==> config.mk <==
export PLATFORM = sky130hd
export DESIGN_NAME = rtdp_scaling
export DESIGN_NICKNAME = d
export VERILOG_FILES = /design/src/hdl/rtdp_pkg.sv /design/src/hdl/rtdp_scaling.sv
export SDC_FILE = /design/constraint.sdc
export NUM_CORES = 1
export LEC_CHECK = 0
export ABC_CLOCK_PERIOD_IN_PS = 23800
export BUFFER_PORTS_ARGS = -buffer_cell sky130_fd_sc_hd__buf_4
export CAP_MARGIN = 15
export CORE_MARGIN = 2
export CORE_UTILIZATION = 60
export DETAILED_ROUTE_END_ITERATION = 12
export PLACE_DENSITY_LB_ADDON = 0.12
export SYNTH_ARGS = -nofsm -noshare
export SYNTH_HDL_FRONTEND = slang
export SYNTH_SLANG_ARGS = --single-unit
==> constraint.sdc <==
create_clock -name CLK_SYS -period 23.8 [get_ports CLK_SYS]
set_input_delay 4.76 -clock CLK_SYS [delete_from_list [all_inputs] [get_ports CLK_SYS]]
set_output_delay 4.76 -clock CLK_SYS [all_outputs]
set_load 0.005 [all_outputs]
==> src/hdl/rtdp_pkg.sv <==
// constants and types for the resistance-thermometer parameter and scaling block
// assumes byte-wide parameter access and one clock for all logic
package rtdp_pkg;
	localparam int RTDP_CHANNELS = 4;
	// parameter byte offsets
	localparam logic [7:0] RTDP_OFS_LIMIT_EN   = 8'h02;
	localparam logic [7:0] RTDP_OFS_UNIT       = 8'h04;
	localparam logic [7:0] RTDP_OFS_REJECT     = 8'h05;
	localparam logic [7:0] RTDP_OFS_CH_BASE    = 8'h06;
	localparam logic [7:0] RTDP_OFS_CH_STRIDE  = 8'h06;
	localparam logic [2:0] RTDP_SUB_FN         = 3'h0;
	localparam logic [2:0] RTDP_SUB_UL_LO      = 3'h2;
	localparam logic [2:0] RTDP_SUB_UL_HI      = 3'h3;
	localparam logic [2:0] RTDP_SUB_LL_LO      = 3'h4;
	localparam logic [2:0] RTDP_SUB_LL_HI      = 3'h5;
	localparam logic [7:0] RTDP_OFS_LIMIT_FLAG = 8'h1e;
	// field masks and reset values
	localparam logic [7:0] RTDP_LIMIT_EN_MASK  = 8'h0f;
	localparam logic [7:0] RTDP_TWO_BIT_MASK   = 8'h03;
	localparam logic [7:0] RTDP_LIMIT_EN_RST   = 8'h00;
	localparam logic [7:0] RTDP_UNIT_RST       = 8'h00;
	localparam logic [7:0] RTDP_REJECT_RST     = 8'h02;
	localparam logic [7:0] RTDP_FN_RST         = 8'h50;
	localparam logic [15:0] RTDP_UL_RST        = 16'h7fff;
	localparam logic [15:0] RTDP_LL_RST        = 16'h8000;
	// codes
	localparam logic [1:0] RTDP_UNIT_C         = 2'h0;
	localparam logic [1:0] RTDP_UNIT_F         = 2'h1;
	localparam logic [1:0] RTDP_UNIT_K         = 2'h2;
	localparam logic [1:0] RTDP_REJ_60         = 2'h1;
	localparam logic [1:0] RTDP_REJ_50         = 2'h2;
	localparam logic [7:0] RTDP_FN_OFF         = 8'hff;
	localparam logic [7:0] RTDP_FN_2W          = 8'h50;
	localparam logic [7:0] RTDP_FN_3W          = 8'h58;
	localparam logic [7:0] RTDP_FN_4W          = 8'h60;
	localparam logic [7:0] RTDP_FN_SPAN        = 8'h04;
	localparam logic [2:0] RTDP_SEN_NI100      = 3'h2;
	localparam logic [2:0] RTDP_SEN_NI120      = 3'h4;
	// ranges in tenths of a degree celsius
	localparam logic signed [15:0] RTDP_PT_NOM_MAX  = 16'sh2134; // +8500
	localparam logic signed [15:0] RTDP_PT_NOM_MIN  = -16'sh07d0; // -2000
	localparam logic signed [15:0] RTDP_PT_OVR_MAX  = 16'sh2710; // +10000
	localparam logic signed [15:0] RTDP_PT_UND_MIN  = -16'sh097e; // -2430
	localparam logic signed [15:0] RTDP_NI_NOM_MAX  = 16'sh09c4; // +2500
	localparam logic signed [15:0] RTDP_NI_NOM_MIN  = -16'sh0258; // -600
	localparam logic signed [15:0] RTDP_NI_OVR_MAX  = 16'sh0b86; // +2950
	localparam logic signed [15:0] RTDP_NI_UND_MIN  = -16'sh041a; // -1050
	localparam logic signed [15:0] RTDP_N12_NOM_MAX = 16'sh0c80; // +3200
	localparam logic signed [15:0] RTDP_N12_NOM_MIN = -16'sh0320; // -800
	localparam logic signed [15:0] RTDP_N12_OVR_MAX = 16'sh0fa0; // +4000
	localparam logic signed [15:0] RTDP_N12_UND_MIN = -16'sh03e8; // -1000
	// unit conversion, tenths
	localparam logic signed [19:0] RTDP_F_MUL       = 20'sh00009;
	localparam logic signed [19:0] RTDP_F_DIV       = 20'sh00005;
	localparam logic signed [19:0] RTDP_F_OFS       = 20'sh00140; // 32.0
	localparam logic signed [19:0] RTDP_K_OFS       = 20'sh00aac; // 273.2

	typedef enum logic [1:0] {RTDP_NOM, RTDP_OVER, RTDP_UNDER} rtdp_cls_e;
	typedef enum logic [1:0] {RTDP_OFF, RTDP_PT, RTDP_NI, RTDP_NI120} rtdp_kind_e;

	typedef struct packed {
		logic        active;
		logic [1:0]  wires;
		logic [2:0]  sensor;
	} rtdp_chcfg_s;

	typedef struct packed {
		logic [1:0]  ch;
		logic [15:0] val;
	} rtdp_meas_s;

	typedef struct packed {
		logic [1:0]  ch;
		logic [15:0] val;
		rtdp_cls_e   cls;
		rtdp_kind_e  kind;
	} rtdp_res_s;
endpackage

==> src/hdl/rtdp_scaling.sv <==
// parameter decoding, range classification, unit scaling and limit monitoring
// assumes measurements and parameter accesses come from logic on CLK_SYS
`timescale 1ns/1ps

module rtdp_scaling
	import rtdp_pkg::*;
#(
	parameter int CHANNELS = RTDP_CHANNELS
)(
	// clock and reset
	input  wire logic                 CLK_SYS,
	input  wire logic                 RST,
	input  wire logic                 CE,
	// parameter access
	input  wire logic                 PRM_WR,
	input  wire logic                 PRM_RD,
	input  wire logic [7:0]           PRM_ADDR,
	input  wire logic [7:0]           PRM_WDATA,
	output logic      [7:0]           PRM_RDATA,
	// raw measurement in tenths of a degree celsius
	input  wire logic                 MEAS_VALID,
	input  wire rtdp_meas_s           MEAS,
	// scaled result
	output logic                      RES_VALID,
	output rtdp_res_s                 RES,
	// configuration seen by the converter
	output rtdp_chcfg_s [CHANNELS-1:0] CH_CFG,
	output logic                      REJ_60HZ,
	output logic                      REJ_50HZ,
	output logic [1:0]                UNIT_SEL,
	// limit events
	output logic [CHANNELS-1:0]       LIMIT_FLAG
);

	function automatic rtdp_chcfg_s decode_fn(input logic [7:0] fn);
		rtdp_chcfg_s c;
		c = '0;
		if (fn >= RTDP_FN_2W && fn <= RTDP_FN_2W + RTDP_FN_SPAN)
		begin
			c = '{1'b1, 2'h2, 3'(fn - RTDP_FN_2W)};
		end
		else if (fn >= RTDP_FN_3W && fn <= RTDP_FN_3W + RTDP_FN_SPAN)
		begin
			c = '{1'b1, 2'h3, 3'(fn - RTDP_FN_3W)};
		end
		else if (fn >= RTDP_FN_4W && fn <= RTDP_FN_4W + RTDP_FN_SPAN)
		begin
			c = '{1'b1, 2'h0, 3'(fn - RTDP_FN_4W)};
		end
		return c;
	endfunction

	function automatic rtdp_kind_e kind_of(input rtdp_chcfg_s c);
		rtdp_kind_e k;
		k = RTDP_OFF;
		if (c.active)
		begin
			if (c.sensor < RTDP_SEN_NI100)
				k = RTDP_PT;
			else if (c.sensor < RTDP_SEN_NI120)
				k = RTDP_NI;
			else
				k = RTDP_NI120;
		end
		return k;
	endfunction

	// register file
	logic [7:0]                 lim_en_r, lim_en_nxt;
	logic [7:0]                 unit_r, unit_nxt;
	logic [7:0]                 rej_r, rej_nxt;
	logic [7:0]                 fn_r [CHANNELS];
	logic [7:0]                 fn_nxt [CHANNELS];
	logic [15:0]                ul_r [CHANNELS];
	logic [15:0]                ul_nxt [CHANNELS];
	logic [15:0]                ll_r [CHANNELS];
	logic [15:0]                ll_nxt [CHANNELS];
	logic [7:0]                 rdata_nxt;

	always_comb
	begin
		lim_en_nxt = lim_en_r;
		unit_nxt   = unit_r;
		rej_nxt    = rej_r;
		fn_nxt     = fn_r;
		ul_nxt     = ul_r;
		ll_nxt     = ll_r;
		rdata_nxt  = PRM_RDATA;
		if (PRM_WR)
		begin
			if (PRM_ADDR == RTDP_OFS_LIMIT_EN)
				lim_en_nxt = PRM_WDATA & RTDP_LIMIT_EN_MASK;
			else if (PRM_ADDR == RTDP_OFS_UNIT)
				unit_nxt = PRM_WDATA & RTDP_TWO_BIT_MASK;
			else if (PRM_ADDR == RTDP_OFS_REJECT)
				rej_nxt = PRM_WDATA & RTDP_TWO_BIT_MASK;
		end
		if (PRM_RD)
		begin
			if (PRM_ADDR == RTDP_OFS_LIMIT_EN)
				rdata_nxt = lim_en_r;
			else if (PRM_ADDR == RTDP_OFS_UNIT)
				rdata_nxt = unit_r;
			else if (PRM_ADDR == RTDP_OFS_REJECT)
				rdata_nxt = rej_r;
			else if (PRM_ADDR == RTDP_OFS_LIMIT_FLAG)
				rdata_nxt = 8'(LIMIT_FLAG);
			else
				rdata_nxt = 8'h00;
		end
		for (int i = 0; i < CHANNELS; i++)
		begin
			logic [7:0] base;
			base = 8'(RTDP_OFS_CH_BASE + RTDP_OFS_CH_STRIDE * i);
			if (PRM_WR)
			begin
				if (PRM_ADDR == base + RTDP_SUB_FN)
					fn_nxt[i] = PRM_WDATA;
				else if (PRM_ADDR == base + RTDP_SUB_UL_LO)
					ul_nxt[i][7:0] = PRM_WDATA;
				else if (PRM_ADDR == base + RTDP_SUB_UL_HI)
					ul_nxt[i][15:8] = PRM_WDATA;
				else if (PRM_ADDR == base + RTDP_SUB_LL_LO)
					ll_nxt[i][7:0] = PRM_WDATA;
				else if (PRM_ADDR == base + RTDP_SUB_LL_HI)
					ll_nxt[i][15:8] = PRM_WDATA;
			end
			if (PRM_RD)
			begin
				if (PRM_ADDR == base + RTDP_SUB_FN)
					rdata_nxt = fn_r[i];
				else if (PRM_ADDR == base + RTDP_SUB_UL_LO)
					rdata_nxt = ul_r[i][7:0];
				else if (PRM_ADDR == base + RTDP_SUB_UL_HI)
					rdata_nxt = ul_r[i][15:8];
				else if (PRM_ADDR == base + RTDP_SUB_LL_LO)
					rdata_nxt = ll_r[i][7:0];
				else if (PRM_ADDR == base + RTDP_SUB_LL_HI)
					rdata_nxt = ll_r[i][15:8];
			end
		end
	end

	always_ff @(posedge CLK_SYS or posedge RST)
	begin
		if (RST)
		begin
			lim_en_r  <= RTDP_LIMIT_EN_RST;
			unit_r    <= RTDP_UNIT_RST;
			rej_r     <= RTDP_REJECT_RST;
			PRM_RDATA <= 8'h00;
			for (int i = 0; i < CHANNELS; i++)
			begin
				fn_r[i] <= RTDP_FN_RST;
				ul_r[i] <= RTDP_UL_RST;
				ll_r[i] <= RTDP_LL_RST;
			end
		end
		else if (CE)
		begin
			lim_en_r  <= lim_en_nxt;
			unit_r    <= unit_nxt;
			rej_r     <= rej_nxt;
			PRM_RDATA <= rdata_nxt;
			fn_r      <= fn_nxt;
			ul_r      <= ul_nxt;
			ll_r      <= ll_nxt;
		end
	end

	// decoded configuration and measurement path
	rtdp_chcfg_s [CHANNELS-1:0] cfg_nxt;
	logic                       res_valid_nxt;
	rtdp_res_s                  res_nxt;
	logic [CHANNELS-1:0]        flag_nxt;

	always_comb
	begin
		rtdp_chcfg_s      c;
		rtdp_kind_e       k;
		logic signed [15:0] v, nmax, nmin, omax, umin;
		logic signed [19:0] s;
		c = '0;
		k = RTDP_OFF;
		v = '0;
		nmax = RTDP_PT_NOM_MAX;
		nmin = RTDP_PT_NOM_MIN;
		omax = RTDP_PT_OVR_MAX;
		umin = RTDP_PT_UND_MIN;
		s = '0;
		for (int i = 0; i < CHANNELS; i++)
			cfg_nxt[i] = decode_fn(fn_r[i]);
		res_nxt = RES;
		res_valid_nxt = 1'b0;
		flag_nxt = LIMIT_FLAG;
		if (PRM_WR && PRM_ADDR == RTDP_OFS_LIMIT_FLAG)
			flag_nxt = LIMIT_FLAG & ~PRM_WDATA[CHANNELS-1:0];
		c = CH_CFG[MEAS.ch];
		k = kind_of(c);
		if (k == RTDP_NI)
		begin
			nmax = RTDP_NI_NOM_MAX;
			nmin = RTDP_NI_NOM_MIN;
			omax = RTDP_NI_OVR_MAX;
			umin = RTDP_NI_UND_MIN;
		end
		else if (k == RTDP_NI120)
		begin
			nmax = RTDP_N12_NOM_MAX;
			nmin = RTDP_N12_NOM_MIN;
			omax = RTDP_N12_OVR_MAX;
			umin = RTDP_N12_UND_MIN;
		end
		if (MEAS_VALID && c.active)
		begin
			v = signed'(MEAS.val);
			res_nxt.cls = RTDP_NOM;
			if (v > nmax)
			begin
				res_nxt.cls = RTDP_OVER;
				if (v > omax)
					v = omax;
			end
			else if (v < nmin)
			begin
				res_nxt.cls = RTDP_UNDER;
				if (v < umin)
					v = umin;
			end
			s = 20'(v);
			if (unit_r[1:0] == RTDP_UNIT_F)
				s = (s * RTDP_F_MUL) / RTDP_F_DIV + RTDP_F_OFS;
			else if (unit_r[1:0] == RTDP_UNIT_K)
				s = s + RTDP_K_OFS;
			res_nxt.val  = s[15:0];
			res_nxt.ch   = MEAS.ch;
			res_nxt.kind = k;
			res_valid_nxt = 1'b1;
			if (lim_en_r[MEAS.ch] && (signed'(s[15:0]) > signed'(ul_r[MEAS.ch])
				|| signed'(s[15:0]) < signed'(ll_r[MEAS.ch])))
				flag_nxt[MEAS.ch] = 1'b1;
		end
	end

	always_ff @(posedge CLK_SYS or posedge RST)
	begin
		if (RST)
		begin
			CH_CFG     <= '0;
			REJ_60HZ   <= 1'b0;
			REJ_50HZ   <= 1'b0;
			UNIT_SEL   <= RTDP_UNIT_C;
			RES_VALID  <= 1'b0;
			RES        <= '0;
			LIMIT_FLAG <= '0;
		end
		else if (CE)
		begin
			CH_CFG     <= cfg_nxt;
			REJ_60HZ   <= rej_r[1:0] == RTDP_REJ_60;
			REJ_50HZ   <= rej_r[1:0] == RTDP_REJ_50;
			UNIT_SEL   <= unit_r[1:0];
			RES_VALID  <= res_valid_nxt;
			RES        <= res_nxt;
			LIMIT_FLAG <= flag_nxt;
		end
	end
endmodule // rtdp_scaling

-- Word level (Yosys, flattened, before mapping)
Cells that the tools add are included.
- bits in registers: 231
- latch bits: 0
- memory bits (writable): 0
- ROM bits: 0
- input port bits: 40
- output and inout bits: 63
- logic and storage cells: 268
- memories kept: 0
- $add $sub $neg: 14
- multiply operators: 1
- div/mod/pow operators: 1
- magnitude comparators: 36
- eq/ne operators: 30
- shifts and indexed selects: 0
- mux-type cells: 78
- bitwise gates (word level): 22
- reduce and logical (&&, ||, !) cells: 41
- operators by type and width (operator ; number):
    two-way mux 8 bit ; 25
    two-way mux 16 bit ; 12
    == test 8 x 5 -> 1 bit (second input constant) ; 13
    >= comparator 8 x 7 -> 1 bit (second input constant) ; 12
    less-or-equal comparator 8 x 7 -> 1 bit (second input constant) ; 12
    two-way mux 6 bit ; 13
    binary-select mux 16 bit (select 2 bit) ; 2
    == test 8 x 4 -> 1 bit (second input constant) ; 7
    two-way mux 14 bit ; 4
    > comparator 16 bit ; 3
    < comparator 16 bit ; 3
    subtractor 3 x 1 -> 3 bit (second input constant) ; 12
    two-way mux 4 bit ; 7
    AND reduction 7 bit ; 4
    AND reduction 5 bit ; 5
    == test 8 x 3 -> 1 bit (second input constant) ; 3
    two-way mux 12 bit ; 2
    AND reduction 6 bit ; 4
    two-way mux 11 bit ; 2
    divider 20 x 4 -> 20 bit (second input constant) ; 1
    multiplier 16 x 5 -> 20 bit (second input constant) ; 1
    AND reduction 4 bit ; 5
    inverter 1 bit ; 18
    adder 16 x 10 -> 16 bit (second input constant) ; 1
    23 further kinds ; 52

-- Logic depth before layout (Yosys ltp)
- depth in word-level cells: 30
- gate-level depth with buffers: 88
- depth with buffers taken out: 81

-- Worst setup path before layout
OpenSTA, ideal clock, no wires.
- path kind: input-to-reg
- start: input MEAS[16] (netlist name)
- end: register LIMIT_FLAG[3]
- setup time: 0.077 ns
- arrival: 19.806 ns
- path slack: 3.917 ns
- stages on the path: 81
- buffers on the path: 3
- path through: mux4_2 nor2b_4 nand2_4 ha_1 a21boi_0 o21ai_0 nand2b_1 a21oi_1 nor2b_1 o21ai_0 nand2b_1 a21oi_1 nor2b_1 o21ai_0 nand2b_1 a21oi_1 nor2b_1 o21ai_0 [... 45 more ...] nand2_1 o2111a_1 a31o_1 xnor2_1 a221oi_1 ha_1 a21o_1 a21o_1 a21oi_1 nor2b_1 o21ai_0 nand2b_1 a21oi_1 nand3_1 o21a_1 o22ai_1 a21oi_1 o21ai_1
- cells in the longest elaborated chain, start to end: 24
- elaborated cells on any way between the ends: 55
- ends and longest elaborated chain (what ; RTL line ; RTL):
    start, declared ; rtdp_scaling.sv:22 ; input wire rtdp_meas_s MEAS,
    binary-select mux 6 bit (select 2 bit) ; rtdp_scaling.sv:198 ; c = CH_CFG[MEAS.ch];
    two-way mux 6 bit (implied by the code) ; rtdp_scaling.sv:198 ;
    < comparator 3 bit ; rtdp_scaling.sv:60 ; else if (c.sensor < RTDP_SEN_NI120)
    two-way mux 1 bit ; rtdp_scaling.sv:60 ;
    two-way mux 2 bit ; rtdp_scaling.sv:58 ; if (c.sensor < RTDP_SEN_NI100)
    two-way mux 2 bit ; rtdp_scaling.sv:56 ; if (c.active)
    == test 2 bit ; rtdp_scaling.sv:207 ; else if (k == RTDP_NI120)
    two-way mux 12 bit ; rtdp_scaling.sv:207 ;
    [... 8 more ...] ; n/a ;
    adder 16 x 10 -> 16 bit ; rtdp_scaling.sv:232 ; s = (s * RTDP_F_MUL) / RTDP_F_DIV + RTDP_F_OFS;
    two-way mux 16 bit ; rtdp_scaling.sv:231 ; if (unit_r[1:0] == RTDP_UNIT_F)
    two-way mux 16 bit ; rtdp_scaling.sv:214 ; if (MEAS_VALID && c.active)
    > comparator 16 bit or < comparator 16 bit (tied branches) ; rtdp_scaling.sv:239, rtdp_scaling.sv:240 ;
    logical OR 1 bit ; rtdp_scaling.sv:240 ; || signed'(s[15:0]) < signed'(ll_r[MEAS.ch])))
    logical AND 1 bit ; rtdp_scaling.sv:239 ; if (lim_en_r[MEAS.ch] && (signed'(s[15:0]) > signed'(ul_r[MEAS.ch])
    two-way mux 4 bit ; rtdp_scaling.sv:239 ;
    two-way mux 4 bit * ; rtdp_scaling.sv:214 ;
    end signal, assigned ; rtdp_scaling.sv:265 ; LIMIT_FLAG <= flag_nxt;
    end, declared ; rtdp_scaling.sv:32 ; output logic [CHANNELS-1:0] LIMIT_FLAG
Every way passes the cells marked *; elsewhere a longest branch is shown, timed or not. The select of a mux whose other input is x is not followed.
A chain may end at the register's enable or synchronous reset.

-- Worst setup path after layout
- start: input MEAS[17] (netlist name)
- end: register LIMIT_FLAG[2]
The elaborated chain is that of the path after synthesis.

==> qor.yml <==
setup_path:
  critPathMostFrequentCell: "a21oi_1"
  cp.required_ps: 24240
  endpoint_kind: "register"
  crit_fanout: 40
  critical_path_class: "primary input to register"
  critPathArrivalTime_ps: 22740
  critPathMaxStageDelay_ps: 600
  cp-start-kind: "primary input"
  crit_path_top_delay_cell: "nor3_1"
yosys:
  synth_cell_types: 128
  ys_warn_count: 0
  async_flop_share_pct: 100
  synth_top_flop_cell: "dfrtp_1"
  ys_ff_latch: 231
  synthesis.nets: 2264
  synth.cell_area_mm2: 0.0196
  yosysSeqAreaShare_pct: 30.0
  synth_edf_count: 0
  avgSynthCellArea_um2: 9.17
  synthCells: 2134
placement:
  port_buffers: 102
  routabilityCongestion: 0.986
  dp_hpwl_um: 50000
grt:
  antenna_found_initial: 1
  use_met3_pct: 5.04
  grt_use_met1_pct: 44.2
  grt_pass1_vias: 17700
  overflow: 0
  grt_max_degree: 108
  grt_use_met2_pct: 66.3
  grt_use_total_pct: 38.0
  grt_pass1_wl_um: 100000
  busiest_layer: "met2"
power_and_ir_drop:
  p_seq_share_pct: 13.7
  vdd_drop_max_mv: 0.136
  cellPowerDensity_mw_per_mm2: 143
  p_int_mw: 1.42
  combPwrFrac_pct: 74.5
  clockPowerShare_pct: 11.9
  p_switching_mw: 1.66
  leakage_nw: 9.08
  p_sw_share_pct: 54.0
drt:
  avgViaCountPerCell: 7.07
  ant_nets: 0
  wl_per_cell_um: 25.0
  initialDrtViolationCount: 2040
  drt-total-wl_um: 65900
  vias: 18700
  drtPass1Iterations: 6
  drc_errors: 0
min_path:
  hp-class: "register to register"
die:
  io-pin-count: 103
  dieArea_mm2: 0.0341
  die_y_um: 185
  core_mm2: 0.0324
  die_w_um: 185
  rows: 66
  start_util_pct: 60.5
clock_tree:
  cts-root-buf: "clkbuf_16"
  worst_setup_hold_path_clk_slew_ps: 60
  hold_buffers: 0
  cts.sinks: 231
  cts_buffers: 22
  clockBufferDepth: 3
  htreeDepth: 1
  cts_tree: "built"
  clock_latency_ps: 520
cells_and_area:
  postLayoutCoreUtil_pct: 66.4
  drive_gt1_share_pct: 24.9
  insertedDiodeCount: 0
  final.fill_count: 2612
  nNetsFinal: 2312
  area_delta_synth_final_pct: 9.79
timing:
  post-route-period-util_pct: 93.7
  hold_violations: 0
  rsz0062_at_grt: "no"
  relSlewSlack_pct: 15.4
  fin_crit_ps: 22300
  fin_skew_ps: 8.63
  setup-violations-final: 0
  max_freq_mhz: 44.8
  worst_pin_slew_ps: 1260
  fin_setup_tns_ps: 0
  drv_slew: 0
run_status:
  status: "complete, no violations"
run:
  cap_violations: 0
-- placed cells by master, fill, tap and decap left out, drive strengths merged, types with 22 or more instances in the layout --
cell	count
a21o	25
nor3	75
nand3	41
o211ai	26
a22oi	22
nor4	27
ha	89
mux2	186
dfrtp	158
a21oi	108
o21ai	142
mux4	41
nand2b	24
clkbuf	35
a31oi	38
xnor2	48
inv	74
nor2b	22
nor2	173
a211oi	30
buf	133
nand2	201
dfstp	73
nand4	27
-- per-stage QoR --
step / power [mW] / instance area, µm² / std cells / hold slack [ps] / setup WS [ps]
6_report: 3.08 / 21500 / 2640 / 479 / 1500
5_1_grt: 3.29 / 21500 / 2640 / 516 / 66.4
4_1_cts: 3.02 / 21500 / 2640 / 483 / 1340
3_5_place_dp: 2.64 / 20700 / 2600 / 467 / 931
3_3_place_gp: 2.64 / 20700 / 2600 / 462 / 1110
2_1_floorplan: 2.14 / 19600 / 2134 / 467 / 3920
-- metal layers --
layer	vias up	wire length, µm
met5	-	8
met4	2	4830
met3	305	4680
met2	1051	32400
met1	9056	24000
li1	8254	-
-- cell type report --
| type | instances | area (µm²) | area share (%) |
|---|---|---|---|
| multi-input combinational | 1719 | 13000 | 60.6 |
| sequential | 231 | 5870 | 27.3 |
| timing repair buffer | 133 | 998 | 4.65 |
| clock buffer | 35 | 661 | 3.07 |
| tap | 442 | 553 | 2.57 |
| inverter | 75 | 294 | 1.37 |
| clock inverter | 5 | 82.6 | 0.384 |
-- worst max-delay path: cells and delay by family --
kind	cells	cell delay, ps
xor+xnor	1	180
buf+inv	5	950
mux	2	660
simple gates	29	5030
compound gates	37	9140
fa+ha+maj	8	1990
-- registers in the layout, summed over array words and instances (netlist names), 2 cells and up --
register	cells
CH_CFG	24
LIMIT_FLAG	4
PRM_RDATA	8
RES	22
UNIT_SEL	2
fn_r	32
lim_en_r	4
ll_r	64
rej_r	2
ul_r	64
unit_r	2
-- power by group through the flow --
stage                     Sequential (mW)  Clock, mW  Combinational [mW]
final                               0.420      0.365                2.29
after global routing                0.420      0.384                2.48
after CTS                           0.419      0.369                2.23
after detailed placement            0.426          0                2.22
after global placement              0.425          0                2.21
after floorplan                     0.419          0                1.72
-- Yosys cell counts, drive strengths merged, types with 7 or more instances --
| library cell | count | area, µm² |
|---|---|---|
| xnor2 | 48 | 420 |
| nor2b | 22 | 145 |
| nand3b | 8 | 60.1 |
| nor2 | 173 | 664 |
| nor4 | 27 | 233 |
| clkbuf | 80 | 300 |
| inv | 74 | 283 |
| nor3 | 75 | 402 |
| o21ai | 142 | 711 |
| or2 | 14 | 87.6 |
| mux2i | 21 | 226 |
| mux4 | 41 | 923 |
| xor2 | 21 | 184 |
| a21oi | 108 | 544 |
| nand3 | 41 | 205 |
| o311ai | 8 | 95.1 |
| nand4 | 27 | 169 |
| mux2 | 186 | 2100 |
| a211o | 9 | 80.1 |
| a22oi | 22 | 165 |
| o211ai | 26 | 209 |
| a211oi | 30 | 235 |
| o21a | 10 | 75.1 |
| and2 | 10 | 62.6 |
| a21boi | 7 | 52.6 |
| o2111ai | 11 | 96.3 |
| a22o | 21 | 184 |
| or3 | 18 | 118 |
| and3 | 16 | 100 |
| dfstp | 73 | 1920 |
| nand2b | 24 | 150 |
| a31oi | 38 | 250 |
| nor3b | 9 | 67.6 |
| a221oi | 20 | 181 |
| ha | 89 | 1110 |
| o22ai | 9 | 56.3 |
| a2111oi | 19 | 235 |
| a21o | 25 | 188 |
| buf | 29 | 146 |
| a311oi | 11 | 114 |
| dfrtp | 158 | 3950 |
| nand2 | 201 | 767 |
| o31ai | 21 | 173 |
-- cell families (layout without fill, tap and decap cells) --
group                      count (synthesis)  count (layout)  synth area share (%)
muxes                                    248             248                  16.6
DFF                                      231             231                  30.0
and+or+nand+nor                          690             690                  17.7
xor gates and xnor gates                  69              69                  3.09
AOI/OAI and AO/OA                        619             619                  22.9
adders and majority gates                 93              93                  5.95
buffers and inverters                    184             248                  3.75
-- worst paths after layout --
path                                              from                         to  slack (ps)  depth (start not counted)
min in group asynchronous                          RST      CH_CFG[9]$_DFFE_PP0P_        4360                          2
worst max-delay path                          MEAS[17]  LIMIT_FLAG[2]$_DFFE_PP0P_        1500                         82
worst max register to register  CH_CFG[20]$_DFFE_PP0P_  LIMIT_FLAG[2]$_DFFE_PP0P_        5720                         81
worst min-delay path                RES[5]$_DFFE_PP0P_         RES[5]$_DFFE_PP0P_         480                          2
max in group asynchronous                          RST        ll_r[1]$_DFFE_PP0P_       17330                          4
worst min register to register      RES[5]$_DFFE_PP0P_         RES[5]$_DFFE_PP0P_         480                          2
-- repair_timing --
item / in CTS / in global routing
gates resized for setup: 0 / 4
setup endpoints to repair: 0 / 4
buffers inserted: 0 / 0
(Power assumes the default switching activity.)
